[src/saio_pkg.sv]
/*
  Shared constants and types for the sensor front-end digital control block.
  Assumes a single 10 MHz master clock and a synchronous, active-high reset.
*/
package saio_pkg;
  localparam int CLK_HZ = 10_000_000;
  localparam int OSC_HZ = 4_000_000;
  localparam int SCL_MAX_HZ = 400_000;
  // fewest master clocks in one serial clock period at the fastest bus rate
  localparam int SCL_MIN_CYC = CLK_HZ / SCL_MAX_HZ;
  // register indices reached over the two-wire port
  localparam logic [7:0] REG_OUT_A = 8'h40;
  localparam logic [7:0] REG_IN_A = 8'h41;
  localparam logic [7:0] REG_MODE_A = 8'h42;
  // reset values and writable masks
  localparam logic [7:0] OUT_RST = 8'h30;
  localparam logic [7:0] OUT_MASK = 8'h33;
  localparam logic [7:0] MODE_RST = 8'h00;
  localparam logic [7:0] MODE_MASK = 8'h0F;
  // field positions
  localparam int DATA_LSB = 0;
  localparam int DIR_LSB = 4;
  localparam int REFOUT_BIT = 0;
  localparam int REFIN_BIT = 1;
  localparam int FOFF_BIT = 2;
  localparam int FON_BIT = 3;
  // slave addressing
  localparam logic [6:0] ADDR_BASE = 7'h48;
  localparam logic [7:0] GC_ADDR = 8'h00;
  localparam logic [7:0] GC_RESET = 8'h06;
  // cycle counts
  localparam logic [15:0] BOOT_CYC = 16'h0020;
  localparam logic [15:0] STRETCH_CYC = 16'h0002;
  localparam int SMP_DIV_DEF = 8;

  typedef enum logic [2:0] {ST_BOOT, ST_IDLE, ST_RX, ST_STRETCH, ST_ACK, ST_TX, ST_TXACK} saio_st_e;
  typedef enum logic [1:0] {K_ADDR, K_REG, K_DATA, K_GC} saio_kind_e;
endpackage

[src/saio_reg_if.sv]
/*
  Carrier between the two-wire engine and the register bank.
  Assumes both ends run on the same master clock.
*/
`timescale 1ns/1ps
interface saio_reg_if;
  logic [7:0] addr;
  logic [7:0] wdata;
  logic [7:0] rdata;
  logic wr;
  logic rd;
  logic softRst;
  logic [1:0] pinLevel;
  logic [1:0] dir;
  logic [1:0] data;
  logic refOut;
  logic refIn;
  logic forceOff;
  logic forceOn;
  modport bus (output addr, wdata, wr, rd, softRst, pinLevel,
    input rdata, dir, data, refOut, refIn, forceOff, forceOn);
  modport regs (input addr, wdata, wr, rd, softRst, pinLevel,
    output rdata, dir, data, refOut, refIn, forceOff, forceOn);
endinterface

[src/saio_regs.sv]
/*
  Register bank: port output/direction, port input levels and mode bits.
  Assumes single-cycle read and write strobes from the two-wire engine.
*/
`timescale 1ns/1ps
module saio_regs (
  // clock and reset
  input wire logic mclk,
  input wire logic rst,
  // access from the serial engine
  saio_reg_if.regs rb
);
  logic [7:0] outQ_ff;
  logic [7:0] nxt_outQ;
  logic [7:0] modeQ_ff;
  logic [7:0] nxt_modeQ;
  logic [7:0] rdata_ff;
  logic [7:0] nxt_rdata;

  always_comb begin
    nxt_outQ = outQ_ff;
    nxt_modeQ = modeQ_ff;
    nxt_rdata = rdata_ff;
    if (rb.softRst) begin
      nxt_outQ = saio_pkg::OUT_RST;
      nxt_modeQ = saio_pkg::MODE_RST;
    end else if (rb.wr) begin
      // the input register is read only; writes to it are dropped
      if (rb.addr == saio_pkg::REG_OUT_A) begin
        nxt_outQ = rb.wdata & saio_pkg::OUT_MASK;
      end else if (rb.addr == saio_pkg::REG_MODE_A) begin
        nxt_modeQ = rb.wdata & saio_pkg::MODE_MASK;
      end
    end
    if (rb.rd) begin
      if (rb.addr == saio_pkg::REG_OUT_A) begin
        nxt_rdata = outQ_ff;
      end else if (rb.addr == saio_pkg::REG_IN_A) begin
        nxt_rdata = {6'h00, rb.pinLevel};
      end else if (rb.addr == saio_pkg::REG_MODE_A) begin
        nxt_rdata = modeQ_ff;
      end else begin
        nxt_rdata = 8'h00;
      end
    end
  end

  always_ff @(posedge mclk) begin
    if (rst) begin
      outQ_ff <= saio_pkg::OUT_RST;
      modeQ_ff <= saio_pkg::MODE_RST;
      rdata_ff <= 8'h00;
    end else begin
      outQ_ff <= nxt_outQ;
      modeQ_ff <= nxt_modeQ;
      rdata_ff <= nxt_rdata;
    end
  end

  assign rb.rdata = rdata_ff;
  assign rb.dir = outQ_ff[saio_pkg::DIR_LSB +: 2];
  assign rb.data = outQ_ff[saio_pkg::DATA_LSB +: 2];
  assign rb.refOut = modeQ_ff[saio_pkg::REFOUT_BIT];
  assign rb.refIn = modeQ_ff[saio_pkg::REFIN_BIT];
  assign rb.forceOff = modeQ_ff[saio_pkg::FOFF_BIT];
  assign rb.forceOn = modeQ_ff[saio_pkg::FON_BIT];
endmodule

[src/saio_top.sv]
/*
  Digital control of the sensor front end: two-pin port, charge pump control,
  oscillator boot/sleep, end-of-conversion pulse and two-wire slave port.
  Assumes open-drain bus pins resolved outside, analog comparator levels
  arriving asynchronously, and a conversion-done strobe on mclk.
*/
`timescale 1ns/1ps
module saio_top #(
  parameter int SMP_DIV = saio_pkg::SMP_DIV_DEF
) (
  // clock and reset
  input wire logic mclk,
  input wire logic rst,
  // two-wire bus, open drain
  input wire logic sclIn,
  output logic sclOut,
  output logic sclOe,
  input wire logic sdaIn,
  output logic sdaOut,
  output logic sdaOe,
  // port pins
  input wire logic [1:0] pinIn,
  output logic [1:0] pinOut,
  output logic [1:0] pinOe,
  output logic refOutEn,
  output logic refInEn,
  // charge pump
  input wire logic battLow,
  input wire logic pumpAtLevel,
  output logic pumpEnable,
  output logic pumpBypass,
  output logic pumpReady,
  // oscillator and address strap
  input wire logic [2:0] addrSel,
  output logic oscEnable,
  // conversion timing
  input wire logic convDone,
  output logic sampleTick,
  output logic readyN
);
  saio_reg_if rb ();

  saio_regs u_regs (
    .mclk(mclk),
    .rst(rst),
    .rb(rb)
  );

  // synchronisers: first stage feeds only the second
  logic [5:0] syA_ff;
  logic [5:0] syB_ff;
  logic sclD_ff;
  logic sdaD_ff;
  logic sclS;
  logic sdaS;
  logic [1:0] pinS;
  logic battLowS;
  logic pumpOkS;

  always_ff @(posedge mclk) begin
    if (rst) begin
      syA_ff <= 6'h30;
      syB_ff <= 6'h30;
      sclD_ff <= 1'b1;
      sdaD_ff <= 1'b1;
    end else begin
      syA_ff <= {sclIn, sdaIn, pinIn, battLow, pumpAtLevel};
      syB_ff <= syA_ff;
      sclD_ff <= sclS;
      sdaD_ff <= sdaS;
    end
  end

  assign sclS = syB_ff[5];
  assign sdaS = syB_ff[4];
  assign pinS = syB_ff[3:2];
  assign battLowS = syB_ff[1];
  assign pumpOkS = syB_ff[0];

  logic sclRise;
  logic sclFall;
  logic startEv;
  logic stopEv;
  assign sclRise = sclS & ~sclD_ff;
  assign sclFall = ~sclS & sclD_ff;
  assign startEv = sclS & sclD_ff & sdaD_ff & ~sdaS;
  assign stopEv = sclS & sclD_ff & ~sdaD_ff & sdaS;

  // serial engine state
  saio_pkg::saio_st_e state_ff;
  saio_pkg::saio_st_e nxt_state;
  saio_pkg::saio_kind_e kind_ff;
  saio_pkg::saio_kind_e nxt_kind;
  logic [3:0] bitCnt_ff;
  logic [3:0] nxt_bitCnt;
  logic [7:0] shift_ff;
  logic [7:0] nxt_shift;
  logic [7:0] txSh_ff;
  logic [7:0] nxt_txSh;
  logic [7:0] regAddr_ff;
  logic [7:0] nxt_regAddr;
  logic [15:0] cnt_ff;
  logic [15:0] nxt_cnt;
  logic [6:0] myAddr_ff;
  logic [6:0] nxt_myAddr;
  logic rdMode_ff;
  logic nxt_rdMode;
  logic ackDrv_ff;
  logic nxt_ackDrv;
  logic mAck_ff;
  logic nxt_mAck;
  logic busWr;
  logic busRd;
  logic busGc;

  always_comb begin
    nxt_state = state_ff;
    nxt_kind = kind_ff;
    nxt_bitCnt = bitCnt_ff;
    nxt_shift = shift_ff;
    nxt_txSh = txSh_ff;
    nxt_regAddr = regAddr_ff;
    nxt_cnt = cnt_ff;
    nxt_myAddr = myAddr_ff;
    nxt_rdMode = rdMode_ff;
    nxt_ackDrv = ackDrv_ff;
    nxt_mAck = mAck_ff;
    busWr = 1'b0;
    busRd = 1'b0;
    busGc = 1'b0;
    unique case (state_ff)
      saio_pkg::ST_BOOT: begin
        // settings load window; the strap is caught once, well after release
        nxt_cnt = cnt_ff + 16'h0001;
        if (cnt_ff == saio_pkg::BOOT_CYC - 16'h0001) begin
          nxt_myAddr = saio_pkg::ADDR_BASE | {4'h0, addrSel};
          nxt_state = saio_pkg::ST_IDLE;
        end
      end
      saio_pkg::ST_IDLE: begin
      end
      saio_pkg::ST_RX: begin
        if (sclRise) begin
          nxt_shift = {shift_ff[6:0], sdaS};
          nxt_bitCnt = bitCnt_ff + 4'h1;
        end else if (sclFall && bitCnt_ff == 4'h8) begin
          nxt_ackDrv = 1'b1;
          nxt_cnt = 16'h0000;
          nxt_state = saio_pkg::ST_STRETCH;
          unique case (kind_ff)
            saio_pkg::K_ADDR: begin
              if (shift_ff[7:1] == myAddr_ff) begin
                nxt_rdMode = shift_ff[0];
                nxt_kind = saio_pkg::K_REG;
                busRd = shift_ff[0];
                nxt_regAddr = shift_ff[0] ? regAddr_ff + 8'h01 : regAddr_ff;
              end else if (shift_ff == saio_pkg::GC_ADDR) begin
                nxt_kind = saio_pkg::K_GC;
              end else begin
                nxt_ackDrv = 1'b0;
              end
            end
            saio_pkg::K_REG: begin
              nxt_regAddr = shift_ff;
              nxt_kind = saio_pkg::K_DATA;
            end
            saio_pkg::K_DATA: begin
              busWr = 1'b1;
              nxt_regAddr = regAddr_ff + 8'h01;
            end
            saio_pkg::K_GC: begin
              busGc = (shift_ff == saio_pkg::GC_RESET);
            end
          endcase
        end
      end
      saio_pkg::ST_STRETCH: begin
        // clock held low only here, right before the acknowledge bit
        nxt_cnt = cnt_ff + 16'h0001;
        if (cnt_ff == saio_pkg::STRETCH_CYC - 16'h0001) begin
          nxt_state = saio_pkg::ST_ACK;
        end
      end
      saio_pkg::ST_ACK: begin
        if (sclFall) begin
          nxt_ackDrv = 1'b0;
          nxt_bitCnt = 4'h0;
          if (!ackDrv_ff) begin
            nxt_state = saio_pkg::ST_IDLE;
          end else if (rdMode_ff) begin
            nxt_txSh = rb.rdata;
            nxt_state = saio_pkg::ST_TX;
          end else begin
            nxt_state = saio_pkg::ST_RX;
          end
        end
      end
      saio_pkg::ST_TX: begin
        if (sclFall) begin
          if (bitCnt_ff == 4'h7) begin
            nxt_bitCnt = 4'h0;
            nxt_state = saio_pkg::ST_TXACK;
          end else begin
            nxt_txSh = {txSh_ff[6:0], 1'b0};
            nxt_bitCnt = bitCnt_ff + 4'h1;
          end
        end
      end
      saio_pkg::ST_TXACK: begin
        // master acknowledges; no stretching here, data is fetched meanwhile
        if (sclRise) begin
          nxt_mAck = ~sdaS;
          busRd = ~sdaS;
          nxt_regAddr = sdaS ? regAddr_ff : regAddr_ff + 8'h01;
        end else if (sclFall) begin
          if (mAck_ff) begin
            nxt_txSh = rb.rdata;
            nxt_state = saio_pkg::ST_TX;
          end else begin
            nxt_state = saio_pkg::ST_IDLE;
          end
        end
      end
    endcase
    // bus conditions override any byte in progress once booted
    if (state_ff != saio_pkg::ST_BOOT) begin
      if (startEv) begin
        nxt_state = saio_pkg::ST_RX;
        nxt_kind = saio_pkg::K_ADDR;
        nxt_bitCnt = 4'h0;
        nxt_rdMode = 1'b0;
        nxt_ackDrv = 1'b0;
      end else if (stopEv) begin
        nxt_state = saio_pkg::ST_IDLE;
        nxt_ackDrv = 1'b0;
      end
    end
  end

  always_ff @(posedge mclk) begin
    if (rst) begin
      state_ff <= saio_pkg::ST_BOOT;
      kind_ff <= saio_pkg::K_ADDR;
      bitCnt_ff <= 4'h0;
      shift_ff <= 8'h00;
      txSh_ff <= 8'h00;
      regAddr_ff <= 8'h00;
      cnt_ff <= 16'h0000;
      myAddr_ff <= saio_pkg::ADDR_BASE;
      rdMode_ff <= 1'b0;
      ackDrv_ff <= 1'b0;
      mAck_ff <= 1'b0;
    end else begin
      state_ff <= nxt_state;
      kind_ff <= nxt_kind;
      bitCnt_ff <= nxt_bitCnt;
      shift_ff <= nxt_shift;
      txSh_ff <= nxt_txSh;
      regAddr_ff <= nxt_regAddr;
      cnt_ff <= nxt_cnt;
      myAddr_ff <= nxt_myAddr;
      rdMode_ff <= nxt_rdMode;
      ackDrv_ff <= nxt_ackDrv;
      mAck_ff <= nxt_mAck;
    end
  end

  assign rb.addr = regAddr_ff;
  assign rb.wdata = shift_ff;
  assign rb.wr = busWr;
  assign rb.rd = busRd;
  assign rb.softRst = busGc;
  assign rb.pinLevel = pinS;

  // open-drain bus: only the enables toggle
  assign sclOut = 1'b0;
  assign sdaOut = 1'b0;
  assign sclOe = (state_ff == saio_pkg::ST_STRETCH);
  assign sdaOe = ((state_ff == saio_pkg::ST_STRETCH || state_ff == saio_pkg::ST_ACK) && ackDrv_ff)
    || (state_ff == saio_pkg::ST_TX && !txSh_ff[7]);
  assign oscEnable = (state_ff != saio_pkg::ST_IDLE);

  // port pins; reference mode takes the pin away from the digital driver
  assign pinOut = rb.data;
  assign pinOe[0] = rb.dir[0] & ~rb.refOut;
  assign pinOe[1] = rb.dir[1] & ~rb.refIn;
  assign refOutEn = rb.refOut;
  assign refInEn = rb.refIn;

  // pump control: force-on wins, force-off pins the bypass
  assign pumpEnable = rb.forceOn | (~rb.forceOff & battLowS);
  assign pumpBypass = ~pumpEnable;
  assign pumpReady = pumpOkS;

  // sample-rate enable and end-of-conversion pulse
  logic [7:0] divCnt_ff;
  logic [7:0] nxt_divCnt;
  logic [7:0] rdyCnt_ff;
  logic [7:0] nxt_rdyCnt;
  logic tick_ff;
  logic nxt_tick;
  logic readyN_ff;
  logic nxt_readyN;

  always_comb begin
    nxt_tick = (divCnt_ff == 8'(SMP_DIV - 1));
    nxt_divCnt = nxt_tick ? 8'h00 : divCnt_ff + 8'h01;
    nxt_rdyCnt = rdyCnt_ff;
    if (convDone && rdyCnt_ff == 8'h00) begin
      nxt_rdyCnt = 8'(SMP_DIV);
    end else if (rdyCnt_ff != 8'h00) begin
      nxt_rdyCnt = rdyCnt_ff - 8'h01;
    end
    nxt_readyN = (nxt_rdyCnt == 8'h00);
  end

  always_ff @(posedge mclk) begin
    if (rst) begin
      divCnt_ff <= 8'h00;
      rdyCnt_ff <= 8'h00;
      tick_ff <= 1'b0;
      readyN_ff <= 1'b1;
    end else begin
      divCnt_ff <= nxt_divCnt;
      rdyCnt_ff <= nxt_rdyCnt;
      tick_ff <= nxt_tick;
      readyN_ff <= nxt_readyN;
    end
  end

  assign sampleTick = tick_ff;
  assign readyN = readyN_ff;

  // assertion helpers
  logic [7:0] lowCnt_ff;
  always_ff @(posedge mclk) begin
    if (rst || readyN_ff) begin
      lowCnt_ff <= 8'h00;
    end else begin
      lowCnt_ff <= lowCnt_ff + 8'h01;
    end
  end
endmodule

[config.mk]
export PLATFORM = sky130hd
export DESIGN_NAME = saio_top
export DESIGN_NICKNAME = d
export VERILOG_FILES = /design/src/saio_pkg.sv /design/src/saio_reg_if.sv /design/src/saio_regs.sv /design/src/saio_top.sv
export SDC_FILE = /design/constraint.sdc
export NUM_CORES = 1
export LEC_CHECK = 0
export BUFFER_PORTS_ARGS = -buffer_cell sky130_fd_sc_hd__buf_2
export CORE_MARGIN = 2
export CORE_UTILIZATION = 68
export CTS_BUF_LIST = sky130_fd_sc_hd__clkbuf_2 sky130_fd_sc_hd__clkbuf_4 sky130_fd_sc_hd__clkbuf_8
export CTS_CLUSTER_SIZE = 8
export DETAILED_ROUTE_END_ITERATION = 8
export PLACE_DENSITY = 0.87
export RECOVER_POWER = 100
export SLEW_MARGIN = 10
export SYNTH_ARGS = -nofsm -noshare
export SYNTH_HDL_FRONTEND = slang
export SYNTH_SLANG_ARGS = --single-unit
[constraint.sdc]
create_clock -name mclk -period 3.6 [get_ports mclk]
set_input_delay 0.18 -clock mclk [delete_from_list [all_inputs] [get_ports mclk]]
set_output_delay 0.18 -clock mclk [all_outputs]
set_load 0.05 [all_outputs]
==> impl_metrics.tcl <==
set metrics [dict create \
    status "finished with violations" \
    violations "max-capacitance violations, max-slew violations" \
    area_growth_pct 6.06 \
    synth_area_leaders "dfxtp_1, nor2_1, mux2i_1" \
    rsz0062_at_grt "false" \
    cp_data_required_time_ns 3.88 \
    syn_area_sq_mm 0.00514 \
    cellPowerDensity_mw_per_mm2 442 \
    dieArea_sq_mm 0.00827 \
    place_hpwl_microns 7900 \
    num_vias 4405 \
    cts_setup_buffers 0 \
    portBuffers 25 \
    layout.cells.non_filler 707 \
    ys_seq_area_frac 0.393 \
    synth-edff-count 0 \
    initial_utilization 0.705 \
    avgSynthCellArea_sq_um 8.68 \
    vias_per_cell 6.23 \
    endpoint_kind "flip-flop" \
    antenna_cells 0 \
    cap_violations 1 \
    post-route-drc-count 0 \
    ioPinCount 28 \
    die_y_microns 90.9 \
    die_width_microns 90.9 \
    wl_per_cell_microns 15.8 \
    period_share 0.730 \
    max_freq_ghz 0.381 \
    cts_root_buf "clkbuf_8" \
    ys_warn_count 0 \
    critPathArrivalTime_ns 2.91 \
    grt_pass1_vias 4132 \
    cts.hold.buffers_added 3 \
    final_util 0.748 \
    leakage_uw 0.00202 \
    insertion_delay_ns 0.37 \
    antenna_found_initial 0 \
    synth_async_sr_flop_share 0 \
    critPathMaxFanout 13 \
    tritoncts "done" \
    finalHoldViolCount 0 \
    ys_ff_latch 101 \
    fp.coreArea_sq_mm 0.00729 \
    synth_most_common_cell "dfxtp_1" \
    cts_inserted_buffers 9 \
    nNetsFinal 630 \
    crit_type "reg -> reg" \
    fin_setup_tns_ns 0 \
    drt_wl_total_microns 11200 \
    maxSlewHeadroom -0.755 \
    setup_viol 0 \
    placedCellCount 687 \
    grt_max_degree 65 \
    yosysTopAreaCellShare 0.393 \
    htree_levels 3 \
    clk_pin_slew_ns 0.11 \
    ys.flop_type "dfxtp_1" \
    tightestPinTransition_ns 2.63 \
    crit_path_start_kind "flip-flop" \
    hold_path_class "in -> reg" \
    fp-row-count 31 \
    synth_cells 592 \
    maxSlewViolCount 65 \
    synth_top_area_cell "dfxtp_1" \
    synth_cell_types 79 \
    drtIter0Drc 256 \
    drive_gt1_frac 0.0806 \
    yosys-top-cells-count "dfxtp_1, nor2_1, nand2_1, a21oi_1, nand3_1" \
    postRouteAntennaNets 0 \
    post_cts_resized 0 \
    min_period_ns 2.63 \
    cts.path.max_buffers 2 \
    ir_drop_mv 0.274 \
    firstDrtPassIters 5 \
    grt-ovfl-total 0 \
    grt_first_pass_wirelength_microns 18900 \
    clock_sinks 101 \
    finClkSkew_ns 0.0139 \
    grt_use_total 0.276 \
    finalWeightedCongestion 0.998 \
]
-- layer usage --
metal  up-vias  part of all wire  global-route usage  routed length [microns]
met5         -                 0                   0                        0
met4         0             0.022               0.105                      248
met3        25             0.060              0.0647                      677
met2       165              0.48               0.448                     5350
met1      2069              0.44               0.358                     4920
li1       2146                 -                   -                        -
-- worst paths after layout --
kind	startpoint	to	slack, ns	cells after the start
worst max-delay path	state_ff[0]$_SDFF_PP0_	bitCnt_ff[3]$_SDFF_PP0_	0.97	5
worst min-delay path	pumpAtLevel	syA_ff[0]$_SDFF_PP0_	0.008	2
worst max register to register	state_ff[0]$_SDFF_PP0_	bitCnt_ff[3]$_SDFF_PP0_	0.97	5
worst min register to register	syA_ff[4]$_SDFF_PP1_	syB_ff[4]$_SDFF_PP1_	0.42	1
-- critical path, cell delays in order, from the launching register on --
cell	delay (ns)
dfxtp_1	0.54
nor2b_1	0.66
nand2_1	0.38
o31ai_1	0.53
a41oi_1	0.17
a311oi_1	0.25
-- layout make-up --
class                      count  area, sq um
clock inverter                 7         73.8
timing repair buffer          30          150
sequential                   101         2020
fill                         581         1840
multi-input combinational    441         2880
inverter                      20         75.1
tap                           99          124
clock buffer                   9          124
-- metrics by stage --
stage	instance area [sq um]	power, uW	hold WS (ns)	worst slack, ns
4_1_cts	5480	2420	0.000746	1.15
5_1_grt	5450	2530	0.0157	0.811
3_3_place_gp	5250	1690	0.364	1.35
6_report	5450	2410	0.00834	0.974
2_1_floorplan	5140	1620	0.284	1.29
3_5_place_dp	5250	1720	0.368	1.19
-- kinds of logic (layout without fill, tap and decap cells) --
group | Yosys count | in the layout | share of synthesized area
AO/OA/AOI/OAI | 116 | 116 | 0.160
XOR/XNOR | 23 | 23 | 0.0392
adder cells (fa/ha/maj) | 15 | 15 | 0.0365
buffers and inverters | 51 | 66 | 0.0443
flip-flops | 101 | 101 | 0.393
multiplexers | 23 | 23 | 0.0453
other | 1 | 2 | 0.000730
AND/OR/NAND/NOR | 262 | 262 | 0.280
-- power breakdown --
group | switching (uW) | internal, uW | leakage (uW) | total, uW
Clock | 434 | 274 | 0.000101 | 708
Sequential | 64.3 | 1170 | 0.000820 | 1240
Combinational | 264 | 197 | 0.00110 | 461
-- sequential cells by signal, summed over array words and instances (netlist names), 2 cells and up --
| signal | count |
|---|---|
| kind_ff | 2 |
| divCnt_ff | 8 |
| bitCnt_ff | 4 |
| state_ff | 3 |
| rdyCnt_ff | 8 |
| u_regs.modeQ_ff | 4 |
| syA_ff | 6 |
| u_regs.outQ_ff | 4 |
| syB_ff | 6 |
| txSh_ff | 8 |
| rb.wdata | 8 |
| rb.addr | 8 |
| myAddr_ff | 3 |
| cnt_ff | 16 |
| u_regs.rb.rdata | 6 |
-- layout by cell type, fill, tap and decap left out, types with 8 or more instances in the layout --
| cell type | count |
|---|---|
| buf_2 | 10 |
| nor2_1 | 70 |
| o21ai_0 | 15 |
| and3_1 | 8 |
| nor2b_1 | 13 |
| dfxtp_1 | 101 |
| nand3_1 | 34 |
| a21oi_1 | 34 |
| mux2i_1 | 21 |
| clkbuf_1 | 16 |
| nand4_1 | 8 |
| o31ai_1 | 8 |
| clkbuf_8 | 9 |
| inv_1 | 19 |
| nand2b_1 | 10 |
| xnor2_1 | 11 |
| nand2_1 | 38 |
| ha_1 | 15 |
| xor2_1 | 12 |
| nor3_1 | 17 |
Note: power is estimated with default switching activity, not from simulation.
